===== src/hdl/oss_pkg.sv =====
package oss_pkg;

  // Effective size encodings
  typedef enum logic [1:0] {
    OSS_SZ_16 = 2'h0,
    OSS_SZ_32 = 2'h1,
    OSS_SZ_64 = 2'h2
  } oss_size_t;

  // Segment register indices
  typedef enum logic [2:0] {
    OSS_SEG_EXTRA = 3'h0,
    OSS_SEG_CODE  = 3'h1,
    OSS_SEG_STACK = 3'h2,
    OSS_SEG_DATA  = 3'h3,
    OSS_SEG_AUX_A = 3'h4,
    OSS_SEG_AUX_B = 3'h5
  } oss_seg_t;

  // Kind of memory reference
  typedef enum logic [2:0] {
    OSS_REF_NONE  = 3'h0,
    OSS_REF_FETCH = 3'h1,
    OSS_REF_STACK = 3'h2,
    OSS_REF_DATA  = 3'h3,
    OSS_REF_STRD  = 3'h4,
    OSS_REF_FARP  = 3'h5
  } oss_ref_t;

  // Decode pipeline state
  typedef enum logic [1:0] {
    OSS_ST_IDLE = 2'h0,
    OSS_ST_RUN  = 2'h1,
    OSS_ST_HOLD = 2'h3
  } oss_state_t;

  localparam int           OSS_WIDE_OPERAND_BIT_BIT      = 3;
  localparam int           OSS_REX_BITS       = 4;
  localparam int           OSS_BASE_W         = 64;
  localparam int           OSS_FARP_BITS      = 48;
  localparam int           OSS_FARP_OFS_BITS  = 32;
  localparam int           OSS_FARP_SEL_BITS  = 16;
  localparam logic [3:0]   OSS_GPR_SP         = 4'h4;
  localparam logic [3:0]   OSS_GPR_BP         = 4'h5;
  localparam logic [3:0]   OSS_GPR_AX         = 4'h0;
  localparam logic [3:0]   OSS_GPR_DX         = 4'h2;
  localparam logic [2:0]   OSS_SEG_RST        = 3'h3;
  localparam logic [1:0]   OSS_SZ_RST         = 2'h0;
  localparam logic [2:0]   OSS_NUM_SEGS       = 3'h6;

endpackage


===== src/hdl/oss_decode.sv =====
// Implementation choices: the register addresses and the plain strobed port.
`timescale 1ns/1ps
module oss_decode
  import oss_pkg::*;
(
  input  wire logic                    ref_clk,
  input  wire logic                    rst_n,
  input  wire logic                    in_valid,
  input  wire logic                    in_ia32e,
  input  wire logic                    in_prot_mode,
  input  wire logic                    cs_long_flag,
  input  wire logic                    cs_default_size,
  input  wire logic                    has_opsize_prefix,
  input  wire logic                    has_addrsize_prefix,
  input  wire logic                    has_register_extension_prefix,
  input  wire logic [OSS_REX_BITS-1:0] register_extension_prefix,
  input  wire logic                    simd_mandatory_66,
  input  wire logic                    has_seg_override,
  input  wire oss_seg_t                seg_override,
  input  wire oss_ref_t                ref_kind,
  input  wire logic [3:0]              base_reg,
  input  wire logic                    base_valid,
  input  wire logic                    byte_reg_op,
  input  wire logic [3:0]              byte_reg_idx,
  input  wire logic                    is_arith,
  input  wire logic                    is_divide,
  input  wire logic                    has_immediate,
  input  wire logic                    uses_reg_pair,
  input  wire logic                    far_ptr_second,
  input  wire logic                    base_wr_en,
  input  wire logic [2:0]              base_wr_idx,
  input  wire logic [OSS_BASE_W-1:0]   base_wr_data,
  output logic                         out_valid_ff,
  output oss_size_t                    op_size_ff,
  output oss_size_t                    addr_size_ff,
  output oss_seg_t                     seg_sel_ff,
  output logic                         seg_base_used_ff,
  output logic [OSS_BASE_W-1:0]        seg_base_ff,
  output logic                         wide_operand_bit_ff,
  output logic                         byte_reg_illegal_ff,
  output logic                         byte_reg_high_ff,
  output logic                         imm_illegal_ff,
  output logic [3:0]                   pair_high_reg_ff,
  output logic [3:0]                   pair_low_reg_ff,
  output logic [5:0]                   far_ptr_part_bits_ff,
  output logic [5:0]                   far_ptr_part_ofs_ff
);

  // Mode decode
  wire logic mode64 = in_ia32e && cs_long_flag;
  wire logic compat = in_ia32e && !cs_long_flag;
  wire logic wide_operand_bit =
    has_register_extension_prefix &&
    register_extension_prefix[OSS_WIDE_OPERAND_BIT_BIT];
  // Mandatory SIMD 66H is an opcode extension, not a size prefix
  wire logic op66 = has_opsize_prefix && !simd_mandatory_66;
  wire logic dflt32 = in_prot_mode && cs_default_size;

  // Operand size in 64-bit mode, indexed by {wide bit, 66H}
  oss_size_t op64;
  always_comb begin
    op64 = OSS_SZ_32;
    case ({wide_operand_bit, op66})
      2'h0:    op64 = OSS_SZ_32;
      2'h1:    op64 = OSS_SZ_16;
      2'h2:    op64 = OSS_SZ_64;
      2'h3:    op64 = OSS_SZ_64;
      default: op64 = OSS_SZ_32;
    endcase
  end

  // Address size in 64-bit mode: only 64 or 32, never 16
  oss_size_t ad64;
  always_comb begin
    ad64 = OSS_SZ_64;
    case (has_addrsize_prefix)
      1'h0:    ad64 = OSS_SZ_64;
      1'h1:    ad64 = OSS_SZ_32;
      default: ad64 = OSS_SZ_64;
    endcase
  end

  // Legacy and compatibility operand size, indexed by {D flag, 66H}
  oss_size_t op_leg;
  always_comb begin
    op_leg = OSS_SZ_16;
    case ({dflt32, op66})
      2'h0:    op_leg = OSS_SZ_16;
      2'h1:    op_leg = OSS_SZ_32;
      2'h2:    op_leg = OSS_SZ_32;
      2'h3:    op_leg = OSS_SZ_16;
      default: op_leg = OSS_SZ_16;
    endcase
  end

  // Legacy and compatibility address size, indexed by {D flag, 67H}
  oss_size_t ad_leg;
  always_comb begin
    ad_leg = OSS_SZ_16;
    case ({dflt32, has_addrsize_prefix})
      2'h0:    ad_leg = OSS_SZ_16;
      2'h1:    ad_leg = OSS_SZ_32;
      2'h2:    ad_leg = OSS_SZ_32;
      2'h3:    ad_leg = OSS_SZ_16;
      default: ad_leg = OSS_SZ_16;
    endcase
  end

  wire oss_size_t nxt_op_size   = mode64 ? op64 : op_leg;
  wire oss_size_t nxt_addr_size = mode64 ? ad64 : ad_leg;

  // Segment selection
  logic sp_bp_reg;
  always_comb begin
    sp_bp_reg = 1'b0;
    case (base_reg)
      OSS_GPR_SP: sp_bp_reg = 1'b1;
      OSS_GPR_BP: sp_bp_reg = 1'b1;
      default:    sp_bp_reg = 1'b0;
    endcase
  end
  wire logic sp_bp_base = base_valid && sp_bp_reg;

  // Which reference kinds accept an override prefix
  logic ref_overridable;
  always_comb begin
    ref_overridable = 1'b0;
    case (ref_kind)
      OSS_REF_FETCH: ref_overridable = 1'b0;
      OSS_REF_STACK: ref_overridable = 1'b0;
      OSS_REF_STRD:  ref_overridable = 1'b0;
      OSS_REF_DATA:  ref_overridable = 1'b1;
      OSS_REF_FARP:  ref_overridable = 1'b1;
      default:       ref_overridable = 1'b0;
    endcase
  end

  wire oss_seg_t data_default =
    sp_bp_base ? OSS_SEG_STACK : OSS_SEG_DATA;
  wire logic take_override = has_seg_override && ref_overridable;
  wire oss_seg_t data_seg =
    take_override ? seg_override : data_default;

  logic     nxt_base_used;
  oss_seg_t nxt_seg;
  always_comb begin
    nxt_seg = OSS_SEG_DATA;
    case (ref_kind)
      OSS_REF_FETCH: nxt_seg = OSS_SEG_CODE;
      OSS_REF_STACK: nxt_seg = OSS_SEG_STACK;
      OSS_REF_STRD:  nxt_seg = OSS_SEG_EXTRA;
      OSS_REF_DATA:  nxt_seg = data_seg;
      OSS_REF_FARP:  nxt_seg = data_seg;
      default:       nxt_seg = OSS_SEG_DATA;
    endcase
  end

  // Per segment: selected now, and keeps its base in 64-bit mode
  logic [5:0] seg_hot;
  logic [5:0] seg_keeps_base;
  for (genvar s = 0; s < 6; s++) begin : g_seg
    assign seg_hot[s]        = (nxt_seg == oss_seg_t'(s));
    assign seg_keeps_base[s] = (s == int'(OSS_SEG_AUX_A)) ||
                               (s == int'(OSS_SEG_AUX_B));
  end
  wire logic aux_seg  = |(seg_hot & seg_keeps_base);
  wire logic ref_used = (ref_kind != OSS_REF_NONE);

  // Flat segmentation except auxiliary pair; compat as legacy
  wire logic [1:0] mode_sel = {mode64, compat};
  always_comb begin
    nxt_base_used = 1'b0;
    case (mode_sel)
      2'h2:    nxt_base_used = ref_used && aux_seg;
      2'h1:    nxt_base_used = ref_used;
      default: nxt_base_used = ref_used;
    endcase
  end

  // Byte register legality in 64-bit mode
  logic [15:0] byte_hi_map;
  logic [15:0] byte_ext_map;
  for (genvar b = 0; b < 16; b++) begin : g_byte
    assign byte_hi_map[b]  = (b >= 4) && (b < 8);
    assign byte_ext_map[b] = (b >= 8);
  end
  wire logic idx_hi4 = byte_hi_map[byte_reg_idx];
  wire logic idx_ext = byte_ext_map[byte_reg_idx];
  wire logic nxt_byte_high = byte_reg_op && idx_hi4 &&
    !(mode64 && has_register_extension_prefix);
  wire logic nxt_byte_bad = byte_reg_op && idx_ext &&
    !(mode64 && has_register_extension_prefix);

  // Immediate source legal for arithmetic except the divides
  logic nxt_imm_bad;
  always_comb begin
    nxt_imm_bad = 1'b0;
    case ({is_arith, is_divide, has_immediate})
      3'h7:    nxt_imm_bad = 1'b1;
      default: nxt_imm_bad = 1'b0;
    endcase
  end

  // Far pointer part: offset doubleword, then selector word
  logic [5:0] nxt_fp_bits;
  logic [5:0] nxt_fp_ofs;
  always_comb begin
    nxt_fp_bits = 6'h00;
    nxt_fp_ofs  = 6'h00;
    case (far_ptr_second)
      1'h0: begin
        nxt_fp_bits = 6'(OSS_FARP_OFS_BITS);
        nxt_fp_ofs  = 6'h00;
      end
      1'h1: begin
        nxt_fp_bits = 6'(OSS_FARP_SEL_BITS);
        nxt_fp_ofs  = 6'(OSS_FARP_OFS_BITS);
      end
      default: begin
        nxt_fp_bits = 6'h00;
        nxt_fp_ofs  = 6'h00;
      end
    endcase
  end

  // Control sequencing
  oss_state_t state_ff;
  oss_state_t nxt_state;
  always_comb begin
    nxt_state = state_ff;
    case (state_ff)
      OSS_ST_IDLE: nxt_state = in_valid ? OSS_ST_RUN : OSS_ST_IDLE;
      OSS_ST_RUN:  nxt_state = in_valid ? OSS_ST_RUN : OSS_ST_HOLD;
      OSS_ST_HOLD: nxt_state = in_valid ? OSS_ST_RUN : OSS_ST_IDLE;
      default:     nxt_state = OSS_ST_IDLE;
    endcase
  end

  always_ff @(posedge ref_clk) begin
    if (!rst_n) begin
      state_ff <= OSS_ST_IDLE;
    end else begin
      state_ff <= nxt_state;
    end
  end

  // Base lookup aligned with registered outputs
  oss_seg_base_mem u_base (
    .ref_clk    (ref_clk),
    .rst_n      (rst_n),
    .wr_en      (base_wr_en),
    .wr_idx     (base_wr_idx),
    .wr_data    (base_wr_data),
    .rd_idx     (nxt_seg),
    .rd_data_ff (seg_base_ff)
  );

  // Next values of the side outputs
  wire logic       nxt_wide      = wide_operand_bit && mode64;
  wire logic       is_farp       = (ref_kind == OSS_REF_FARP);
  wire logic [3:0] nxt_pair_high = uses_reg_pair ? OSS_GPR_DX : 4'h0;
  wire logic [5:0] nxt_fp_part   = is_farp ? nxt_fp_bits : 6'h00;
  wire logic [5:0] nxt_fp_start  = is_farp ? nxt_fp_ofs : 6'h00;

  // Instruction valid
  always_ff @(posedge ref_clk) begin
    if (!rst_n) begin
      out_valid_ff <= 1'b0;
    end else begin
      out_valid_ff <= in_valid;
    end
  end

  // Sizes, registered with the instruction
  always_ff @(posedge ref_clk) begin
    if (!rst_n) begin
      op_size_ff   <= oss_size_t'(OSS_SZ_RST);
      addr_size_ff <= oss_size_t'(OSS_SZ_RST);
    end else begin
      op_size_ff   <= nxt_op_size;
      addr_size_ff <= nxt_addr_size;
    end
  end

  // Segment choice, same cycle as the base lookup
  always_ff @(posedge ref_clk) begin
    if (!rst_n) begin
      seg_sel_ff       <= oss_seg_t'(OSS_SEG_RST);
      seg_base_used_ff <= 1'b0;
    end else begin
      seg_sel_ff       <= nxt_seg;
      seg_base_used_ff <= nxt_base_used;
    end
  end

  // Register and prefix checks
  always_ff @(posedge ref_clk) begin
    if (!rst_n) begin
      wide_operand_bit_ff <= 1'b0;
      byte_reg_illegal_ff <= 1'b0;
      byte_reg_high_ff    <= 1'b0;
      imm_illegal_ff      <= 1'b0;
    end else begin
      wide_operand_bit_ff <= nxt_wide;
      byte_reg_illegal_ff <= nxt_byte_bad;
      byte_reg_high_ff    <= nxt_byte_high;
      imm_illegal_ff      <= nxt_imm_bad;
    end
  end

  // Register pair
  always_ff @(posedge ref_clk) begin
    if (!rst_n) begin
      pair_high_reg_ff <= OSS_GPR_DX;
      pair_low_reg_ff  <= OSS_GPR_AX;
    end else begin
      pair_high_reg_ff <= nxt_pair_high;
      pair_low_reg_ff  <= OSS_GPR_AX;
    end
  end

  // Far pointer part
  always_ff @(posedge ref_clk) begin
    if (!rst_n) begin
      far_ptr_part_bits_ff <= 6'h00;
      far_ptr_part_ofs_ff  <= 6'h00;
    end else begin
      far_ptr_part_bits_ff <= nxt_fp_part;
      far_ptr_part_ofs_ff  <= nxt_fp_start;
    end
  end

endmodule // oss_decode


===== src/hdl/oss_seg_base_mem.sv =====
`timescale 1ns/1ps
// Six segment base words, registered read port
module oss_seg_base_mem
  import oss_pkg::*;
(
  input  wire logic                  ref_clk,
  input  wire logic                  rst_n,
  input  wire logic                  wr_en,
  input  wire logic [2:0]            wr_idx,
  input  wire logic [OSS_BASE_W-1:0] wr_data,
  input  wire logic [2:0]            rd_idx,
  output logic      [OSS_BASE_W-1:0] rd_data_ff
);

  logic [OSS_BASE_W-1:0] mem_ff [6];

  always_ff @(posedge ref_clk) begin
    if (!rst_n) begin
      for (int i = 0; i < 6; i++) begin
        mem_ff[i] <= '0;
      end
    end else if (wr_en && (wr_idx < OSS_NUM_SEGS)) begin
      mem_ff[wr_idx] <= wr_data;
    end
  end

  always_ff @(posedge ref_clk) begin
    if (!rst_n) begin
      rd_data_ff <= '0;
    end else if (rd_idx < OSS_NUM_SEGS) begin
      rd_data_ff <= mem_ff[rd_idx];
    end else begin
      rd_data_ff <= '0;
    end
  end

endmodule // oss_seg_base_mem


===== config.mk =====
export PLATFORM = sky130hd
export DESIGN_NAME = oss_decode
export DESIGN_NICKNAME = d
export VERILOG_FILES = /design/src/hdl/oss_pkg.sv /design/src/hdl/oss_decode.sv /design/src/hdl/oss_seg_base_mem.sv
export SDC_FILE = /design/constraint.sdc
export NUM_CORES = 1
export LEC_CHECK = 0
export ABC_AREA = 1
export BUFFER_PORTS_ARGS = -buffer_cell sky130_fd_sc_hd__buf_2
export CORE_MARGIN = 2
export CORE_UTILIZATION = 35
export DETAILED_ROUTE_END_ITERATION = 12
export PLACE_DENSITY = 0.53
export SYNTH_ARGS = -nofsm -noshare
export SYNTH_HDL_FRONTEND = slang
export SYNTH_SLANG_ARGS = --single-unit

===== constraint.sdc =====
create_clock -name ref_clk -period 19.7 [get_ports ref_clk]
set_input_delay 3.94 -clock ref_clk [delete_from_list [all_inputs] [get_ports ref_clk]]
set_output_delay 3.94 -clock ref_clk [all_outputs]
set_load 0.03 [all_outputs]

# Word level (Yosys, flattened, before mapping)
# Memory sizes are Yosys's and may differ from the RTL's. A register that Yosys moved wholly into a read port is not among the register bits.
# Index checks and enable logic that the tools add are counted.
word_totals:
  reg_bits: 29
  ramBits: 384
  rom_bits: 32
  inputBits: 105
  memories: 3
mem_list:
  columns: ["name", "depth", "word_bits", "rd", "rd_ports_with_merged_regs", "write_ports", "line_no", "source"]
  rows:
  - ["u_base.mem_ff", 6, 64, 1, 1, 6, "oss_seg_base_mem.sv:15", "logic [OSS_BASE_W-1:0] mem_ff [6];"]
  - ["(no name shown)", 16, 1, 1, 0, 0, "oss_decode.sv:188", "wire logic idx_ext = byte_ext_map[byte_reg_idx];"]
  - ["(no name shown)", 16, 1, 1, 0, 0, "oss_decode.sv:187", "wire logic idx_hi4 = byte_hi_map[byte_reg_idx];"]
op_classes:
  order_cmp: 3
  n_eq_ne: 20
  muxes: 25
  bitwise_logic: 2
  n_reduce_logical: 34
op_table:
  columns: ["op", "n"]
  rows:
  - ["2-to-1 mux 64 bit", 1]
  - ["OR reduction 64 bit", 1]
  - ["case mux 6 bit (2 select lines)", 2]
  - ["OR reduction 2 bit", 8]
  - ["== test 3 bit (second input constant)", 5]
  - ["logical AND 1 bit", 15]
  - ["== test 2 bit (second input constant)", 7]
  - ["2-to-1 mux 1 bit", 12]
  - ["case mux 2 bit (2 select lines)", 3]
  - ["case mux 3 bit (4 select lines)", 1]
  - ["== test 4 x 3 -> 1 bit (second input constant)", 2]
  - ["== test 2 x 1 -> 1 bit (second input constant)", 3]
  - ["== test 3 x 2 -> 1 bit (second input constant)", 2]
  - ["logical NOT 2 bit", 3]
  - ["< comparator 3 bit (second input constant)", 2]
  - ["2-to-1 mux 2 bit", 3]
  - ["2-to-1 mux 3 bit", 2]
  - ["case mux 2 bit (3 select lines)", 1]
  - ["< comparator 4 x 5 -> 1 bit (second input constant)", 1]
  - ["logical NOT 1 bit", 4]
  - ["AND reduction 2 bit", 2]
  - ["== test 3 x 1 -> 1 bit (second input constant)", 1]
  - ["nonzero test 3 bit", 1]
  - ["inverter 1 bit", 2]

# Logic depth before layout (Yosys ltp)
depth:
  ltp_word: 11
  depth_mapped: 12
  depth_no_buf: 10

# Cells and area by module
# From an unflattened synthesis, not the netlist that was laid out.
hier_totals:
  hier_cells: 2889
  area_unflattened_um2: 26621.8
modules_own_cells:
  columns: ["mod", "instances", "cells_each", "area_each_um2", "seq_area_each_um2"]
  rows:
  - ["oss_seg_base_mem", 1, 2797, 25889.8, 16656.0]
  - ["oss_decode", 1, 92, 732.0, 320.3]

# Worst setup path after synthesis
# No wires, ideal clock.
synth_path:
  path_type: "input to register"
  startpoint: "input port base_wr_idx[2]"
  endpoint: "memory u_base.mem_ff[4][0], enable pin"
  t_arrival_ns: 8.831
  required_time_ns: 19.126
  path_slack_ns: 10.295
  path_stages: 5
  cell_sequence: "inv_1 > a21oi_1 > inv_1 > clkbuf_1 > o21ai_0"
synth_rtl:
  columns: ["element", "line_no", "source"]
  rows:
  - ["from (decl)", "oss_decode.sv:31", "input wire logic [2:0] base_wr_idx,"]
  - ["to (decl)", "oss_seg_base_mem.sv:15", null]

==> impl_metrics.tcl <==
set metrics [dict create \
    grt_max_degree 93 \
    yosysSeqAreaShare 0.692 \
    die_w_um 237 \
    grtUsageTotal 0.182 \
    skew_ns 0.0143 \
    synth-edff-count 384 \
    required_ns 19.91 \
    cp_max_fo 65 \
    fin_crit_ns 7.04 \
    post_cts_resized 0 \
    critPathArrivalTime_ns 7.24 \
    place_hpwl_mm 25.3 \
    async_reset_ff_frac 0 \
    tns_ns 0 \
    ys_seq_elements 464 \
    synth_common_cells "396 x nand2_1, 384 x edfxtp_1, 349 x nor2_1" \
    cts_buffers 52 \
    p_leak_nw 8.82 \
    postCtsSetupBuffers 0 \
    worst_slew_pin_slew_ns 1.14 \
    place_inst 2581 \
    grt_pass1_wl_mm 77.8 \
    slew_violations 0 \
    path_class "primary input to register" \
    via_per_inst 4.84 \
    vias 13000 \
    ant_nets 0 \
    antenna_found_initial 2 \
    slowest_stage "nand2_4" \
    core_area_um2 53700 \
    avgRoutedWirePerCell_um 19.0 \
    yosysMostFrequentCell "nand2_1" \
    synth.distinct_cells 32 \
    slew_headroom 0.237 \
    netlist_instances 1803 \
    first_pass_iters 7 \
    clock_path_buffers 3 \
    cts_tree "built" \
    seq_power_share 0.497 \
    drt-total-wl_mm 51.0 \
    synth_top_area_cell "edfxtp_1" \
    rows 85 \
    crit_path_max_incr_delay_ns 0.72 \
    comb_power_share 0.092 \
    area_delta_synth_final_pct 16.2 \
    path_clk_slew_ns 0.06 \
    finalCritPeriodShare 0.357 \
    switching_power_w 0.000571 \
    fin_cells 2681 \
    htreeDepth 2 \
    cts_hold_buf 0 \
    n_fill_cell 5193 \
    port_buffers 179 \
    dieArea_um2 56100 \
    ir_drop_v 0.0000704 \
    hp-class "register to register" \
    cts_root_buffer "clkbuf_16" \
    nets 2044 \
    status "finished clean" \
    synth_ff_type "edfxtp_1" \
    cp_cell_sequence "buf_2 -> nand3_1 -> nor3_1 -> nand2_4 -> nand2_4 -> buf_4" \
    clkPwrFrac 0.410 \
    internal_power_w 0.00175 \
    start_util 0.353 \
    p_per_area_nw_per_um2 105 \
    critical-path-top-delay-family "simple AND/OR/NAND/NOR gates" \
    yosys_warnings 0 \
    drive_gt1_frac 0.159 \
    critPathBufInv 2 \
    end_kind "register" \
    finalSetupViolCount 0 \
    first_global_vias 13000 \
    grt_remaining_overflow 0 \
    die_y_um 237 \
    drt-initial-drc-count 946 \
    maxCapViolCount 0 \
    drc_errors 0 \
    ios 202 \
    worstSkewPairLatency_ns 0.59 \
    cts.sinks 464 \
    ys_top_cells_by_area "edfxtp_1 61%, dfxtp_1 8.4%, nand2_1 7.8%" \
    rsz0062_at_grt "no" \
    final_hold_viol_count 0 \
    worstSetupStartpointType "primary input" \
    cpMostUsedCell "nand2_4" \
    fmax_mhz 142 \
    place_congestion 0.740 \
    avgSynthCellArea_um2 10.5 \
    synth_top_cell_area_share 0.608 \
    syn_area_um2 19000 \
    switching_share 0.246 \
]
==> area by class of cell <==
cell class              instances  area (um^2)  share of cell area
flip-flops and latches        464        13100               0.596
multi-input cells            1119         4960               0.225
clock buffers                  79         1450              0.0659
repair buffers                194         1010              0.0457
well taps                     696          871              0.0395
inverters                     108          413              0.0187
clock inverters                19          204             0.00925
diodes                          2         5.00            0.000227
==> worst reg2reg max path, cell delays in order, from the launching register on <==
cell and delay (ns):
edfxtp_1 0.35, or2_2 0.29, o211ai_1 0.09, nand2_1 0.14
==> logic make-up (layout without fill, tap and decap cells) <==
| kind of cell | count (synthesis) | count (layout) | share of synthesized area |
|---|---|---|---|
| compound gates | 92 | 92 | 0.0300 |
| buf+inv | 235 | 400 | 0.0548 |
| flops | 464 | 464 | 0.692 |
| other cells | 1 | 18 | 0.000198 |
| simple gates | 1011 | 1011 | 0.223 |
==> sequential cells by signal (all words and copies together), names as in the netlist, 2 cells and up <==
register	cells
u_base.mem_ff	384
seg_sel_ff	3
op_size_ff	2
u_base.rd_data_ff	64
far_ptr_part_bits_ff	2
addr_size_ff	2
==> path summary, 6_finish.rpt <==
check	to	cells past startpoint	start	slack, ns
max	u_base.mem_ff[1][40]$_SDFFCE_PN0P_	6	rst_n	12.66
min	u_base.rd_data_ff[17]$_SDFF_PN0_	2	u_base.mem_ff[3][17]$_SDFFCE_PN0P_	0.49
max reg2reg	u_base.rd_data_ff[7]$_SDFF_PN0_	3	u_base.mem_ff[2][7]$_SDFFCE_PN0P_	18.70
min reg2reg	u_base.rd_data_ff[17]$_SDFF_PN0_	2	u_base.mem_ff[3][17]$_SDFFCE_PN0P_	0.49
==> through the flow <==
step	utilization	instance area, um^2	hold WS [ns]	total power (W)	setup WS, ns
2_1_floorplan	-	19000	0.463	0.00131	10.29
3_3_place_gp	0.380	20400	0.475	0.00139	12.01
3_5_place_dp	0.380	20400	0.478	0.00139	11.98
4_1_cts	0.410	22000	0.492	0.00235	12.60
5_1_grt	0.411	22000	0.514	0.00241	12.47
6_report	0.411	22000	0.486	0.00232	12.66
==> power groups by stage <==
stage               sequential [W]  clock [W]  combinational (W)
floorplan                  0.00121          0           0.000105
global placement           0.00117          0           0.000217
detailed placement         0.00118          0           0.000218
CTS                        0.00116   0.000974           0.000219
global route               0.00116    0.00101           0.000235
finish                     0.00116   0.000953           0.000214
==> layout by cell type (no fill, tap or decap), types with 2 or more instances in the layout <==
cell,count
nand2_1,388
edfxtp_1,384
nor2_1,348
nand3_1,198
buf_2,179
inv_1,103
dfxtp_1,80
clkbuf_16,53
o211ai_1,39
or2_2,29
clkbuf_1,23
o21ai_1,20
o21ai_0,18
conb_1,16
buf_4,15
or2_1,11
a21oi_1,10
nand2_4,9
clkinv_2,8
or2_0,7
nand3b_1,7
clkinv_1,5
bufinv_16,4
nor3_1,3
nor4_1,3
nand2_2,3
inv_6,3
clkbuf_8,3
diode_2,2
inv_4,2
==> routing by layer <==
layer | vias to the layer above | global-route usage | part of all wire
met5 | - | 0 | 0
met4 | 0 | 0.0485 | 0.019
met3 | 66 | 0.0262 | 0.045
met2 | 303 | 0.322 | 0.49
met1 | 6361 | 0.233 | 0.44
li1 | 6243 | - | -
Power figures use the tool's default switching activity.
